[src/hdl/port_select_status_defs.svh]
`ifndef PORT_SELECT_STATUS_DEFS_SVH
`define PORT_SELECT_STATUS_DEFS_SVH

// ----------------------------------------
// Register offsets
// ----------------------------------------
`define ADDR_BC_ERR_COUNT 8'h1B
`define ADDR_PIN_STATUS_LOW 8'h1C
`define ADDR_PIN_STATUS_HIGH 8'h1D
`define ADDR_PORT_SELECT 8'h1E
`define ADDR_FREQ_COUNTER 8'h1F

// ----------------------------------------
// Field positions, masks and reset values
// ----------------------------------------
`define BIT_FIRST_PORT_SELECT 0
`define BIT_SECOND_PORT_SELECT 1
`define BIT_SECOND_ADDRESS_ENABLE 2
`define PORT_SELECT_RESET 3'h1
`define PIN_STATUS_LOW_MASK 8'hEF
`define COUNT_ZERO 8'h00
`define COUNT_ONE 8'h01
`define COUNT_MAX 8'hFF
`define SECOND_ADDR_STEP 7'h01

// ----------------------------------------
// Timing
// ----------------------------------------
`define CLK_PERIOD_NS 8
`define OSC_PERIOD_NS 40
`define OSC_TICK_CYC ((`OSC_PERIOD_NS + `CLK_PERIOD_NS - 1) / `CLK_PERIOD_NS)

`endif

[src/hdl/port_select_status_pkg.sv]
package port_select_status_pkg;

    // One register access as decoded by the I2C target
    typedef struct packed {
        logic wr;
        logic rd;
        logic via_second;
        logic [7:0] addr;
        logic [7:0] wdata;
    } reg_access_type;

    // Where primary-address accesses to per-port registers go
    typedef struct packed {
        logic [1:0] wr_mask;
        logic rd_second;
    } port_route_type;

    typedef enum logic [0:0] {
        FREQ_IDLE = 1'b0,
        FREQ_COUNTING = 1'b1
    } freq_state_type;

endpackage

[src/hdl/pixel_frequency_counter.sv]
`timescale 1ns/1ns
`include "port_select_status_defs.svh"

module pixel_frequency_counter (
    input wire logic i_clk,
    input wire logic i_reset,
    input wire logic i_ce,
    input wire logic i_start,
    input wire logic [7:0] i_interval,
    input wire logic i_pixel_edge,
    output logic [7:0] o_count,
    output logic o_busy
);

    port_select_status_pkg::freq_state_type state_r;
    logic [2:0] tick_r;
    logic [7:0] remain_r;
    logic [7:0] run_r;
    logic [7:0] run_nxt;
    logic [7:0] count_r;
    logic tick_done;

    // ----------------------------------------
    // Oscillator time base and edge count
    // ----------------------------------------
    // Oscillator period is derived from i_clk, so it is exact here
    assign tick_done = (tick_r == 3'(`OSC_TICK_CYC - 1));
    // Saturating so a fast pixel clock cannot wrap to a small value
    assign run_nxt = (i_pixel_edge && run_r != `COUNT_MAX) ? run_r + `COUNT_ONE : run_r;

    // Interval sequencing; a new write restarts a running interval
    always_ff @(posedge i_clk) begin
        if (i_reset) begin
            state_r <= port_select_status_pkg::FREQ_IDLE;
            tick_r <= 3'h0;
            remain_r <= `COUNT_ZERO;
            run_r <= `COUNT_ZERO;
            count_r <= `COUNT_ZERO;
        end else if (i_ce) begin
            if (i_start) begin
                tick_r <= 3'h0;
                remain_r <= i_interval;
                run_r <= `COUNT_ZERO;
                if (i_interval == `COUNT_ZERO) begin
                    state_r <= port_select_status_pkg::FREQ_IDLE;
                    count_r <= `COUNT_ZERO;
                end else begin
                    state_r <= port_select_status_pkg::FREQ_COUNTING;
                end
            end else begin
                unique case (state_r)
                    port_select_status_pkg::FREQ_IDLE: begin
                        tick_r <= 3'h0;
                    end
                    port_select_status_pkg::FREQ_COUNTING: begin
                        run_r <= run_nxt;
                        tick_r <= tick_done ? 3'h0 : tick_r + 3'h1;
                        if (tick_done) begin
                            remain_r <= remain_r - `COUNT_ONE;
                            if (remain_r == `COUNT_ONE) begin
                                count_r <= run_nxt;
                                state_r <= port_select_status_pkg::FREQ_IDLE;
                            end
                        end
                    end
                endcase
            end
        end
    end

    assign o_count = count_r;
    assign o_busy = (state_r == port_select_status_pkg::FREQ_COUNTING);
endmodule // pixel_frequency_counter

[src/hdl/port_select_status_regs.sv]
`timescale 1ns/1ns
`include "port_select_status_defs.svh"

// Behaviour
// - In self-test, count back-channel CRC errors in 8 bits, saturating at 255.
// - Error counter clears on a new self-test run or the external clear control.
// - With second-port select set, the error counter read shows the second port.
// - Low status: pins 7..5 in bits 7..5, pins 3..0 in 3..0; high: pin 8 bit 0.
// - A pin status bit only means something when that pin is an input.
// - With second-port select set, status bits 3..0 show the second link pins.
// - Second-address enable answers a second address, device address plus one.
// - Second-port select: primary writes hit port two and shared; reads likewise.
// - Second-port select steers pin configuration 3..0 to the second link.
// - First-port select: primary writes hit port one and shared; reads likewise.
// - Both selects set: primary-address reads return second-port registers.
// - Second-address enable makes both selects ignored; each address its port, but status bits 3..0 always show the first link.
// - Writing the frequency register starts an interval of value times 40 ns.
// - Reading the frequency register gives edges of the last finished interval.
// - The pixel edge count holds at 0xff once it gets there.

module port_select_status_regs (
    input wire logic i_clk,
    input wire logic i_reset,
    input wire logic i_ce,
    input wire port_select_status_pkg::reg_access_type i_acc,
    input wire logic [6:0] i_device_id,
    input wire logic i_selftest_active,
    input wire logic i_selftest_start,
    input wire logic i_err_clear,
    input wire logic [1:0] i_bc_crc_error,
    input wire logic [8:0] i_pin_level,
    input wire logic [8:0] i_pin_input_mode,
    input wire logic [3:0] i_remote_pin_level,
    input wire logic [3:0] i_remote_pin_input_mode,
    input wire logic i_pixel_edge,
    output logic [7:0] o_rdata,
    output logic o_rvalid,
    output logic o_hit,
    output logic o_second_address_enable,
    output logic [6:0] o_second_address,
    output port_select_status_pkg::port_route_type o_primary_route,
    output logic o_pin_cfg_second_link,
    output logic o_freq_busy
);

    // ----------------------------------------
    // Decode helpers
    // ----------------------------------------

    // True when an access must see second-port contents
    function automatic logic second_view(input logic via_second, input logic [2:0] sel);
        logic result;
        result = 1'b0;
        if (via_second) begin
            result = 1'b1;
        end else if (sel[`BIT_SECOND_ADDRESS_ENABLE]) begin
            result = 1'b0;
        end else begin
            result = sel[`BIT_SECOND_PORT_SELECT];
        end
        return result;
    endfunction

    // Routing of primary-address accesses to per-port registers
    function automatic port_select_status_pkg::port_route_type route_of(input logic [2:0] sel);
        port_select_status_pkg::port_route_type r;
        r.wr_mask = 2'h0;
        r.rd_second = 1'b0;
        if (sel[`BIT_SECOND_ADDRESS_ENABLE]) begin
            r.wr_mask = 2'h1;
        end else begin
            r.wr_mask = {sel[`BIT_SECOND_PORT_SELECT], sel[`BIT_FIRST_PORT_SELECT]};
            r.rd_second = sel[`BIT_SECOND_PORT_SELECT];
        end
        return r;
    endfunction

    // True for offsets owned by this slice
    function automatic logic in_range(input logic [7:0] addr);
        return (addr >= `ADDR_BC_ERR_COUNT) && (addr <= `ADDR_FREQ_COUNTER);
    endfunction

    // ----------------------------------------
    // State
    // ----------------------------------------
    logic [2:0] port_sel_r;
    logic [7:0] err_count_r [2];
    logic [7:0] pin_low_r;
    logic [7:0] pin_high_r;
    logic [7:0] rdata_r;
    logic rvalid_r;
    logic hit_r;
    logic second_en_r;
    logic [6:0] second_addr_r;
    port_select_status_pkg::port_route_type route_r;
    logic pin_cfg_second_r;
    logic freq_start;
    logic [7:0] freq_count;
    logic freq_busy;
    logic acc_second;
    logic [7:0] pin_low_nxt;
    logic [7:0] rdata_nxt;
    logic err_count_rd_sel;

    assign acc_second = second_view(i_acc.via_second, port_sel_r);

    // ----------------------------------------
    // Port select register
    // ----------------------------------------
    // Only the three control bits are stored, so reserved bits cannot stick
    always_ff @(posedge i_clk) begin
        if (i_reset) begin
            port_sel_r <= `PORT_SELECT_RESET;
        end else if (i_ce && i_acc.wr && i_acc.addr == `ADDR_PORT_SELECT) begin
            port_sel_r <= i_acc.wdata[2:0];
        end
    end

    // Second-address enable and routing outputs follow the stored selects; the second address follows the device id
    always_ff @(posedge i_clk) begin
        if (i_reset) begin
            second_en_r <= 1'b0;
            second_addr_r <= 7'h00;
            route_r <= '0;
            pin_cfg_second_r <= 1'b0;
        end else if (i_ce) begin
            second_en_r <= port_sel_r[`BIT_SECOND_ADDRESS_ENABLE];
            second_addr_r <= i_device_id + `SECOND_ADDR_STEP;
            route_r <= route_of(port_sel_r);
            pin_cfg_second_r <= second_view(1'b0, port_sel_r);
        end
    end

    // ----------------------------------------
    // Back-channel error counters, one per port
    // ----------------------------------------
    // An error in the clearing cycle is kept, so none is lost
    generate
        for (genvar p = 0; p < 2; p++) begin : g_err
            always_ff @(posedge i_clk) begin
                if (i_reset) begin
                    err_count_r[p] <= `COUNT_ZERO;
                end else if (i_ce) begin
                    if (i_selftest_start || i_err_clear) begin
                        err_count_r[p] <= (i_selftest_active && i_bc_crc_error[p]) ? `COUNT_ONE : `COUNT_ZERO;
                    end else if (i_selftest_active && i_bc_crc_error[p] && err_count_r[p] != `COUNT_MAX) begin
                        err_count_r[p] <= err_count_r[p] + `COUNT_ONE;
                    end
                end
            end
        end
    endgenerate

    // ----------------------------------------
    // Pin status capture
    // ----------------------------------------
    // Non-input pins read zero; software should disregard them anyway
    always_comb begin
        pin_low_nxt = i_pin_level[7:0] & i_pin_input_mode[7:0];
        if (second_view(1'b0, port_sel_r)) begin
            pin_low_nxt[3:0] = i_remote_pin_level & i_remote_pin_input_mode;
        end
        pin_low_nxt = pin_low_nxt & `PIN_STATUS_LOW_MASK;
    end

    always_ff @(posedge i_clk) begin
        if (i_reset) begin
            pin_low_r <= `COUNT_ZERO;
            pin_high_r <= `COUNT_ZERO;
        end else if (i_ce) begin
            pin_low_r <= pin_low_nxt;
            pin_high_r <= {7'h00, i_pin_level[8] & i_pin_input_mode[8]};
        end
    end

    // ----------------------------------------
    // Frequency counter
    // ----------------------------------------
    assign freq_start = i_acc.wr && i_acc.addr == `ADDR_FREQ_COUNTER;

    pixel_frequency_counter u_freq (
        .i_clk(i_clk),
        .i_reset(i_reset),
        .i_ce(i_ce),
        .i_start(freq_start),
        .i_interval(i_acc.wdata),
        .i_pixel_edge(i_pixel_edge),
        .o_count(freq_count),
        .o_busy(freq_busy)
    );

    // ----------------------------------------
    // Read path
    // ----------------------------------------
    // Per-port counter picked by the access view, which unlike the status bits also honours via_second
    assign err_count_rd_sel = acc_second;

    always_comb begin
        rdata_nxt = `COUNT_ZERO;
        unique case (i_acc.addr)
            `ADDR_BC_ERR_COUNT: rdata_nxt = err_count_r[err_count_rd_sel];
            `ADDR_PIN_STATUS_LOW: rdata_nxt = pin_low_r;
            `ADDR_PIN_STATUS_HIGH: rdata_nxt = pin_high_r;
            `ADDR_PORT_SELECT: rdata_nxt = {5'h00, port_sel_r};
            `ADDR_FREQ_COUNTER: rdata_nxt = freq_count;
            default: rdata_nxt = `COUNT_ZERO;
        endcase
    end

    // Answer one cycle after the read; out-of-slice reads leave o_hit low
    always_ff @(posedge i_clk) begin
        if (i_reset) begin
            rdata_r <= `COUNT_ZERO;
            rvalid_r <= 1'b0;
            hit_r <= 1'b0;
        end else if (i_ce) begin
            rvalid_r <= i_acc.rd;
            hit_r <= i_acc.rd && in_range(i_acc.addr);
            if (i_acc.rd) begin
                rdata_r <= rdata_nxt;
            end
        end
    end

    // ----------------------------------------
    // Outputs
    // ----------------------------------------
    assign o_rdata = rdata_r;
    assign o_rvalid = rvalid_r;
    assign o_hit = hit_r;
    assign o_second_address_enable = second_en_r;
    assign o_second_address = second_addr_r;
    assign o_primary_route = route_r;
    assign o_pin_cfg_second_link = pin_cfg_second_r;
    assign o_freq_busy = freq_busy;
endmodule // port_select_status_regs

[config.mk]
export PLATFORM = sky130hd
export DESIGN_NAME = port_select_status_regs
export DESIGN_NICKNAME = d
export VERILOG_FILES = /design/src/hdl/port_select_status_pkg.sv /design/src/hdl/pixel_frequency_counter.sv /design/src/hdl/port_select_status_regs.sv
export VERILOG_INCLUDE_DIRS = /design/src /design/src/hdl
export SDC_FILE = /design/constraint.sdc
export NUM_CORES = 1
export LEC_CHECK = 0
export ABC_AREA = 0
export CAP_MARGIN = 20
export CORE_MARGIN = 3
export CORE_UTILIZATION = 57
export CTS_CLUSTER_SIZE = 14
export DETAILED_ROUTE_END_ITERATION = 8
export DONT_BUFFER_PORTS = 1
export PLACE_DENSITY_LB_ADDON = 0.3
export SKIP_LAST_GASP = 1
export SYNTH_ARGS = -nofsm -noshare
export SYNTH_HDL_FRONTEND = slang
export SYNTH_SLANG_ARGS = --single-unit
[constraint.sdc]
create_clock -name i_clk -period 1.9 [get_ports i_clk]
set_input_delay 0.19 -clock i_clk [delete_from_list [all_inputs] [get_ports i_clk]]
set_output_delay 0.19 -clock i_clk [all_outputs]
set_load 0.02 [all_outputs]
==> results.sh, run 1 <==
export IMPL_synth_most_common_cell="dfxtp_1"
export IMPL_boundaryPins=84
export IMPL_clock_sinks=75
export IMPL_io_buffer_count=0
export IMPL_cts_htree_levels=3
export IMPL_grt_met3_usage=0.07083
export IMPL_synthFlopType="dfxtp_1"
export IMPL_cp_start_kind="flop"
export IMPL_num_vias=3786
export IMPL_finalSetupTns_ps=0
export IMPL_antenna_cells=0
export IMPL_netlist_top_cells_count="dfxtp_1, nor2_1, nand2_1"
export IMPL_grt_use_total=0.2665
export IMPL_cpPeakStageDelay_ps=450
export IMPL_coreArea_mm2=0.006869
export IMPL_r2r_slack_ps=30
export IMPL_grt_max_degree=51
export IMPL_crit_slowest_cell="edfxtp_1"
export IMPL_synth_area_leaders="dfxtp_1, edfxtp_1, nor2_1"
export IMPL_synth_area_per_cell_um2=8.832
export IMPL_crit_type="flop to flop"
export IMPL_first_global_vias=3445
export IMPL_syn2layout_area_growth_pct=14.14
export IMPL_place_area_mm2=0.004220
export IMPL_endpoint_kind="flop"
export IMPL_met1_usage=0.3578
export IMPL_rows=30
export IMPL_whs_ps=3.027
export IMPL_syn_nets=530
export IMPL_viasPerCell=6.461
export IMPL_grt_pass1_wl_um=17540
export IMPL_cap_violations=0
export IMPL_grt_ovfl_total=0
export IMPL_final_max_slew_viol_count=0
export IMPL_tightest_slew_ps=865.4
export IMPL_min_period_ps=1873
export IMPL_finalSetupViolCount=0
export IMPL_globalplace_congestion=0.8967
export IMPL_clkTransAtPathRegs_ps=90
export IMPL_layout_drive_gt1_share=0.1388
export IMPL_routedWlPerCell_um=18.53
export IMPL_synth_warning_count=0
export IMPL_power_w=0.003129
export IMPL_dieWidth_um=90.52
export IMPL_die_area_mm2=0.008193
export IMPL_busiest_layer="met2"
export IMPL_synth_distinct_cells=63
export IMPL_postSynth_asyncResetShare=0
export IMPL_clk_path_buf_depth=2
export IMPL_syn_area_mm2=0.004071
export IMPL_period_share=0.9859
export IMPL_cts_buffers=9
export IMPL_wirelength_um=10860
export IMPL_hpwl_um=7138
export IMPL_synthCells=461
export IMPL_grt_util_met2=0.4169
export IMPL_p_per_area_mw_per_mm2=673.3
export IMPL_power_leakage_nw=1.681
export IMPL_synth_edf_count=16
export IMPL_drt_initial_drc_count=425
export IMPL_dr_pass1_iters=5
export IMPL_finalHoldViolCount=0
export IMPL_netlist_area_leader_share=0.2901
export IMPL_yosysTopAreaCell="dfxtp_1"
export IMPL_ys_seq_area_frac=0.4081
export IMPL_crit_required_ps=2110
export IMPL_cp_cell_sequence="ha_2 -> nand2_1 -> nor2_1 -> and3_1 -> or3_4 -> buf_4 -> nor2_1"
export IMPL_fmax_mhz=533.9
export IMPL_insertion_delay_ps=370
export IMPL_worstPathArrival_ps=2090
export IMPL_status="complete, no violations"
export IMPL_drtAntennaViolNets=0
export IMPL_fin_skew_ps=8.160
export IMPL_final_area_mm2=0.004647
export IMPL_root_buffer="clkbuf_8"
export IMPL_antenna_found_initial=0
export IMPL_initial_core_util=0.5927
export IMPL_nets=554
export IMPL_crit_top_cell="nor2_1"
export IMPL_path_max_fanout=7
export IMPL_drcViolationCount=0
export IMPL_synth_seq_cells=75
export IMPL_ir_drop_uv=485.0
export IMPL_maxSlewHeadroom=0.4231
export IMPL_final_util=0.6765
export IMPL_hold_class="input port to flop"
export IMPL_dieHeight_um=90.52
export IMPL_cts_tree="built"
-- path summary, 6_finish.rpt --
path                                   start  cells after the start                              end
max          err_count_r[1][1]$_SDFFCE_PN0P_                      7  err_count_r[1][6]$_SDFFCE_PN0P_
min                                     i_ce                      2    u_freq.tick_r[0]$_SDFFE_PP0P_
max reg2reg  err_count_r[1][1]$_SDFFCE_PN0P_                      7  err_count_r[1][6]$_SDFFCE_PN0P_
min reg2reg   u_freq.o_count[3]$_SDFFE_PP0P_                      2   u_freq.o_count[3]$_SDFFE_PP0P_
-- flip-flops by register name (all words and copies together), names as in the netlist, 3 cells and up --
register	count
err_count_r	16
o_rdata	8
u_freq.remain_r	8
u_freq.tick_r	3
o_second_address	7
port_sel_r	3
pin_low_r	7
u_freq.o_count	8
u_freq.run_r	8
-- cell type report --
cell class                      count  area, um^2
Clock inverter                      7       57.56
Clock buffer                        9       123.9
Inverter                           13       48.80
Multi-Input combinational cell    345        2258
Fill cell                         572        2222
Timing Repair Buffer               41       370.4
Tap cell                           96       120.1
Sequential cell                    75        1668
-- layer usage --
layer	share of wire	vias to the layer above
li1	-	1753
met3	0.094	32
met1	0.43	1796
met2	0.45	205
met4	0.030	0
met5	0	-
-- metrics by stage --
| step | setup WS, ps | instances |
|---|---|---|
| after floorplan | 28.81 | 461 |
| after global placement | 98.40 | 549 |
| after detailed placement | 49.17 | 549 |
| after CTS | 26.20 | 585 |
| after global routing | -19.25 | 586 |
| final | 26.82 | 586 |
-- where the power goes --
group | switching (W) | internal, W
registers | 0.0000571 | 0.00167
clock network | 0.000678 | 0.000492
logic | 0.000120 | 0.000114
total | 0.000855 | 0.00227
-- repair_timing --
| item | CTS | global route |
|---|---|---|
| buffers inserted | 0 | 1 |
| hold buffers | 20 | 0 |
| endpoints found under the setup margin | 0 | 21 |
| hold endpoints to repair | 50 | 0 |
| resized for setup | 0 | 11 |
-- layout by cell type (no fill, tap or decap), types with 14 or more instances in the layout --
| cell type | n |
|---|---|
| nand3_1 | 38 |
| nand2b_1 | 14 |
| nor2_1 | 51 |
| buf_4 | 21 |
| edfxtp_1 | 16 |
| a21oi_1 | 17 |
| nand2_1 | 37 |
| dfxtp_1 | 54 |
| dlygate4sd3_1 | 18 |
| mux2i_1 | 17 |
-- worst max-delay path: cells and delay by family (launching register included) --
family	cells	cell delay (ps)
buffers and inverters	1	180
adders and majority gates	1	230
and+or+nand+nor	5	860
DFF	1	450
-- logic make-up after synthesis --
kind of cell	share of synthesized area
and+or+nand+nor	0.2591
adders and majority gates	0.02459
xor gates and xnor gates	0.03872
muxes	0.05286
AOI/OAI and AO/OA	0.1730
buffers and inverters	0.04364
DFF	0.4081
(Power assumes the default switching activity.)
==> run 2: changes to the inputs <==
--- a/config.mk
+++ b/config.mk
@@ -9,7 +9,7 @@
 export ABC_AREA = 0
 export CAP_MARGIN = 20
 export CORE_MARGIN = 3
-export CORE_UTILIZATION = 57
+export CORE_UTILIZATION = 40
 export CTS_CLUSTER_SIZE = 14
 export DETAILED_ROUTE_END_ITERATION = 8
 export DONT_BUFFER_PORTS = 1
==> run 2 against run 1 <==
  * Routed wire length grew 2.1%
  * First-iteration DRC count shrank 53%
  * Final cell count grew 4.6%
  * Worst setup slack gained 43 ps
  * Utilization shrank 20 points
  * Register-to-register slack gained 40 ps
  * Sequential share of layout area shrank 0.068 points
  * Die area grew 39%
  * Clock-buffer cell count is the same
  * Largest cell class unchanged
  * Highest routed layer unchanged
==> results.sh, run 2 (synthesis results as in run 1) <==
export IMPL_cell_internal_pwr_w=0.002639
export IMPL_boundaryPins=84
export IMPL_finalHoldViolCount=0
export IMPL_cts_htree_levels=3
export IMPL_root_buffer="clkbuf_8"
export IMPL_grt_ovfl_total=0
export IMPL_fmax_mhz=546.3
export IMPL_hpwl_um=7837
export IMPL_swShare=0.2277
export IMPL_p_per_area_mw_per_mm2=733.9
export IMPL_nets=544
export IMPL_cts_buffers=9
export IMPL_min_period_ps=1831
export IMPL_cap_violations=0
export IMPL_viasPerCell=5.804
export IMPL_first_global_vias=3449
export IMPL_die_area_mm2=0.01143
export IMPL_clock_sinks=75
export IMPL_cts_tree="built"
export IMPL_finalSetupViolCount=0
export IMPL_initial_core_util=0.4146
export IMPL_insertion_delay_ps=340
export IMPL_io_buffer_count=0
export IMPL_grt_max_degree=53
export IMPL_hold_class="input port to flop"
export IMPL_dr_pass1_iters=4
export IMPL_r2r_cells=5
export IMPL_seqPwrFrac=0.504
export IMPL_crit_type="flop to flop"
export IMPL_syn2layout_area_growth_pct=14.35
export IMPL_comb_power_share=0.064
export IMPL_status="complete, no violations"
export IMPL_dieWidth_um=106.9
export IMPL_fin_skew_ps=6.277
export IMPL_cp_start_kind="flop"
export IMPL_path_max_fanout=4
export IMPL_power_w=0.003417
export IMPL_most_common_layout_cells="dfxtp_1, nor2_1, nand3_1, nand2_1, buf_4"
export IMPL_num_vias=3558
export IMPL_worstPathArrival_ps=2070
export IMPL_period_share=0.9634
export IMPL_drt_initial_drc_count=200
export IMPL_clkTransAtPathRegs_ps=80
export IMPL_coreArea_mm2=0.009819
export IMPL_ir_drop_uv=374.6
export IMPL_final_max_slew_viol_count=0
export IMPL_wirelength_um=11090
export IMPL_place_area_mm2=0.004274
export IMPL_rsz0062_at_grt="yes"
export IMPL_rows=36
export IMPL_top_register="err_count_r"
export IMPL_dieHeight_um=106.9
export IMPL_tightest_slew_ps=618.3
export IMPL_antenna_cells=0
export IMPL_final_util=0.4741
export IMPL_drcViolationCount=0
export IMPL_layout_drive_gt1_share=0.1458
export IMPL_largest_reg_flops=16
export IMPL_antenna_found_initial=0
export IMPL_endpoint_kind="flop"
export IMPL_holdPathStages=2
export IMPL_maxSlewHeadroom=0.5873
export IMPL_layout_commonest_cell="dfxtp_1"
export IMPL_p_clk_frac=0.432
export IMPL_final_area_mm2=0.004656
export IMPL_clk_path_buf_depth=2
export IMPL_power_leakage_nw=1.665
export IMPL_routedWlPerCell_um=18.09
export IMPL_globalplace_congestion=0.8756
export IMPL_drtAntennaViolNets=0
export IMPL_grt_pass1_wl_um=17750
export IMPL_p_switching_w=0.0007779
export IMPL_crit_required_ps=2140
export IMPL_grt_use_total=0.1971
## run 2: repair_timing
item,in CTS,in global routing
hold endpoints to repair,50,0
buffers inserted,0,1
setup endpoints to repair,0,15
hold buffers,9,0
resized for setup,0,12
## run 2: per-layer routing
metal,up-vias,GRT usage,share of wire
met5,-,0,0
met4,0,0.06484,0.019
met3,15,0.05599,0.080
met2,132,0.3098,0.47
met1,1679,0.2616,0.43
li1,1732,-,-
## run 2: through the flow
stage / setup TNS, ps / worst slack, ps / hold WS [ps] / instances
after floorplan: 0 / 28.81 / 289.5 / 461
after global placement: 0 / 102.2 / 263.7 / 587
after detailed placement: 0 / 38.19 / 268.4 / 587
after CTS: 0 / 34.63 / 1.891 / 612
after global routing: -18.16 / -14.69 / 2.166 / 613
final: 0 / 69.50 / 14.60 / 613
## run 2: final cells by class
class	instances	area, um^2
repair buffers	31	265.3
well taps	133	166.4
clock inverters	7	116.4
multi-input cells	345	2267
fillers	957	5164
inverters	13	48.80
clock buffers	9	123.9
flip-flops and latches	75	1668
## run 2: path summary, 6_finish.rpt
| kind | from | end | slack (ps) |
|---|---|---|---|
| setup / recovery | u_freq.remain_r[0]$_SDFFE_PP0P_ | u_freq.remain_r[7]$_SDFFE_PP0P_ | 70 |
| hold / removal | i_remote_pin_input_mode[0] | pin_low_r[0]$_SDFFE_PP0P_ | 10 |
| setup reg to reg | u_freq.remain_r[0]$_SDFFE_PP0P_ | u_freq.remain_r[7]$_SDFFE_PP0P_ | 70 |
| hold reg to reg | u_freq.o_count[4]$_SDFFE_PP0P_ | u_freq.o_count[4]$_SDFFE_PP0P_ | 480 |
## run 2: worst max-delay path, cell delays in order (launching register included)
cell and delay, ps:
dfxtp_2 340, or4_4 530, or3_4 420, nor3_4 140
o21ai_2 70, a32o_1 220
## run 2: power groups by stage
| stage | logic, W | clock network (W) | registers, W |
|---|---|---|---|
| after floorplan | 0.000173 | 0 | 0.00175 |
| after global placement | 0.000174 | 0 | 0.00176 |
| after detailed placement | 0.000179 | 0 | 0.00176 |
| after CTS | 0.000220 | 0.00151 | 0.00172 |
| after global routing | 0.000241 | 0.00157 | 0.00173 |
| final | 0.000219 | 0.00148 | 0.00172 |
==> run 3: changes to the inputs <==
==> constraint.sdc (replaced) <==
create_clock -name i_clk -period 2.3 [get_ports i_clk]
set_input_delay 0.23 -clock i_clk [delete_from_list [all_inputs] [get_ports i_clk]]
set_output_delay 0.23 -clock i_clk [all_outputs]
set_load 0.02 [all_outputs]
==> run 3 against run 2 <==
  * Utilization down 3.1 points
  * Clock skew grew 5.8 ps
  * Maximum frequency is 13% lower
  * Sequential power decreased by 17%
  * Worst hold slack improved by 6.1 ps
  * Routed wire length is 2.7% lower
  * Register-to-register slack better by 130 ps
  * Global-route usage shrank 0.87 points
  * Clock power down 37%
  * Final cell count decreased by 3.9%
  * Sequential cell count stayed put
  * Die area did not move
  * Critical path type unchanged
  * Highest routed layer unchanged
==> results.sh, run 3 (synthesis results as in run 1) <==
export IMPL_status="complete, no violations"
export IMPL_clock_sinks=75
export IMPL_coreArea_mm2=0.009819
export IMPL_comb_power_share=0.061
export IMPL_cap_violations=0
export IMPL_fin_skew_ps=12.11
export IMPL_place_area_mm2=0.004139
export IMPL_finalSetupViolCount=0
export IMPL_die_area_mm2=0.01143
export IMPL_maxSlewHeadroom=0.5296
export IMPL_crit_slowest_cell="or4b_2"
export IMPL_cts_htree_levels=3
export IMPL_final_util=0.4433
export IMPL_globalplace_congestion=0.8948
export IMPL_dr_pass1_iters=5
export IMPL_period_share=0.9142
export IMPL_largest_reg_flops=16
export IMPL_drtAntennaViolNets=0
export IMPL_ir_drop_uv=308.9
export IMPL_dieHeight_um=106.9
export IMPL_syn2layout_area_growth_pct=6.914
export IMPL_tightest_slew_ps=703.3
export IMPL_boundaryPins=84
export IMPL_top_register="err_count_r"
export IMPL_hpwl_um=7627
export IMPL_grt_pass1_wl_um=16820
export IMPL_antenna_found_initial=0
export IMPL_io_buffer_count=0
export IMPL_fmax_mhz=475.6
export IMPL_layout_drive_gt1_share=0.08772
export IMPL_crit_required_ps=2590
export IMPL_grt_ovfl_total=0
export IMPL_finalHoldViolCount=0
export IMPL_drcViolationCount=0
export IMPL_power_leakage_nw=1.517
export IMPL_cts_tree="built"
export IMPL_p_per_area_mw_per_mm2=578.2
export IMPL_post_cts_resize_count=0
export IMPL_first_global_vias=3193
export IMPL_num_vias=3488
export IMPL_min_to="port_sel_r[1]$_SDFFE_PP0P_"
export IMPL_viasPerCell=5.922
export IMPL_cpPeakStageDelay_ps=640
export IMPL_endpoint_kind="flop"
export IMPL_clk_path_buf_depth=2
export IMPL_path_max_fanout=7
export IMPL_drt_initial_drc_count=213
export IMPL_grt_max_degree=52
export IMPL_hold_class="input port to flop"
export IMPL_crit_type="flop to flop"
export IMPL_rsz0062_at_grt="no"
export IMPL_seqPwrFrac=0.567
export IMPL_reg2reg_to="u_freq.run_r[0]$_SDFFE_PP0P_"
export IMPL_cp_start_kind="flop"
export IMPL_wirelength_um=10790
export IMPL_worstPathArrival_ps=2390
export IMPL_post_cts_setup_buffer_count=0
export IMPL_final_max_slew_viol_count=0
export IMPL_initial_core_util=0.4146
export IMPL_clkTransAtPathRegs_ps=80
export IMPL_p_clk_frac=0.373
export IMPL_routedWlPerCell_um=18.31
export IMPL_most_common_layout_cells="dfxtp_1, nor2_1, nand2_1, nand3_1"
export IMPL_cell_internal_pwr_w=0.001840
export IMPL_insertion_delay_ps=360
export IMPL_multiInputGateArea_mm2=0.002232
export IMPL_p_switching_w=0.0006769
export IMPL_nets=520
export IMPL_cts_buffers=9
export IMPL_dieWidth_um=106.9
export IMPL_finalSetupTns_ps=0
export IMPL_r2r_cells=6
export IMPL_r2r_slack_ps=200
export IMPL_swShare=0.2689
export IMPL_reg2reg_from="u_freq.run_r[0]$_SDFFE_PP0P_"
export IMPL_seqCellArea_mm2=0.001662
export IMPL_grt_use_total=0.1884
export IMPL_rows=36
export IMPL_cts_hold_buf=3
export IMPL_crit_top_cell="nand2_1"
export IMPL_layout_commonest_cell="dfxtp_1"
export IMPL_root_buffer="clkbuf_8"
export IMPL_final_area_mm2=0.004353
export IMPL_worst_hold_startpoint="i_acc[1]"
export IMPL_cp_cell_sequence="ha_1 -> and4_1 -> nand2_1 -> nand2_1 -> or4b_2 -> a31oi_1"
export IMPL_antenna_cells=0
export IMPL_min_period_ps=2103
export IMPL_holdPathStages=2
export IMPL_fill_cells=1015
[run 3: cell count changes in the layout (fill, tap and decap cells not counted), sizes merged]
cell         delta
buf            -18
bufinv          -3
clkinv          -1
clkinvlp        +1
dlygate4sd3     -6
inv             +3
[run 3: routing by layer]
metal  global-route usage  vias to the layer above  share of wire  wire length, um
met5                    0                        -              0                0
met4              0.08493                        0          0.028              306
met3              0.05479                       20          0.072              778
met2               0.2846                      130           0.45             4803
met1               0.2491                     1654           0.45             4897
li1                     -                     1684              -                -
[run 3: worst max-delay path by stage]
stage / from / to / slack [ps] / cells past startpoint
6_report: u_freq.run_r[0]$_SDFFE_PP0P_ / u_freq.run_r[0]$_SDFFE_PP0P_ / 200 / 6
5_1_grt: err_count_r[1][0]$_SDFFCE_PN0P_ / err_count_r[1][2]$_SDFFCE_PN0P_ / 140 / 6
4_1_cts: u_freq.run_r[0]$_SDFFE_PP0P_ / u_freq.run_r[0]$_SDFFE_PP0P_ / 260 / 6
3_5_place_dp: err_count_r[1][0]$_SDFFCE_PN0P_ / err_count_r[1][1]$_SDFFCE_PN0P_ / 290 / 6
3_3_place_gp: u_freq.remain_r[2]$_SDFFE_PP0P_ / u_freq.o_count[6]$_SDFFE_PP0P_ / 310 / 5
2_1_floorplan: err_count_r[1][0]$_SDFFCE_PN0P_ / err_count_r[1][0]$_SDFFCE_PN0P_ / 300 / 7
[run 3: area by class of cell]
cell class                 instances  share of cell area
multi-input combinational        345              0.5128
sequential                        75              0.3817
tap                              133             0.03823
clock buffer                       9             0.02846
timing repair buffer               7             0.01610
clock inverter                     7             0.01150
inverter                          13             0.01121
[run 3: power groups by stage]
stage / Sequential [W] / Combinational, W / Clock [W]
floorplan: 0.00144 / 0.000142 / 0
global placement: 0.00146 / 0.000124 / 0
detailed placement: 0.00146 / 0.000128 / 0
CTS: 0.00143 / 0.000153 / 0.000957
global route: 0.00143 / 0.000169 / 0.00101
finish: 0.00143 / 0.000152 / 0.000938
[run 3: worst max-delay path: cells and delay by family, from the launching register on]
family	cells	cell delay, ps
AND/OR/NAND/NOR	4	1140
flip-flops	1	390
AO/OA/AOI/OAI	1	190
adder cells (fa/ha/maj)	1	310
[run 3: through the flow]
stage	worst slack, ps	hold slack [ps]	std cells	total power, W
2_1_floorplan	300.9	329.6	461	0.001586
6_report	197.4	20.72	589	0.002517
4_1_cts	262.5	8.949	589	0.002537
3_3_place_gp	313.8	303.5	570	0.001580
5_1_grt	136.0	26.29	589	0.002617
3_5_place_dp	286.4	306.1	570	0.001584
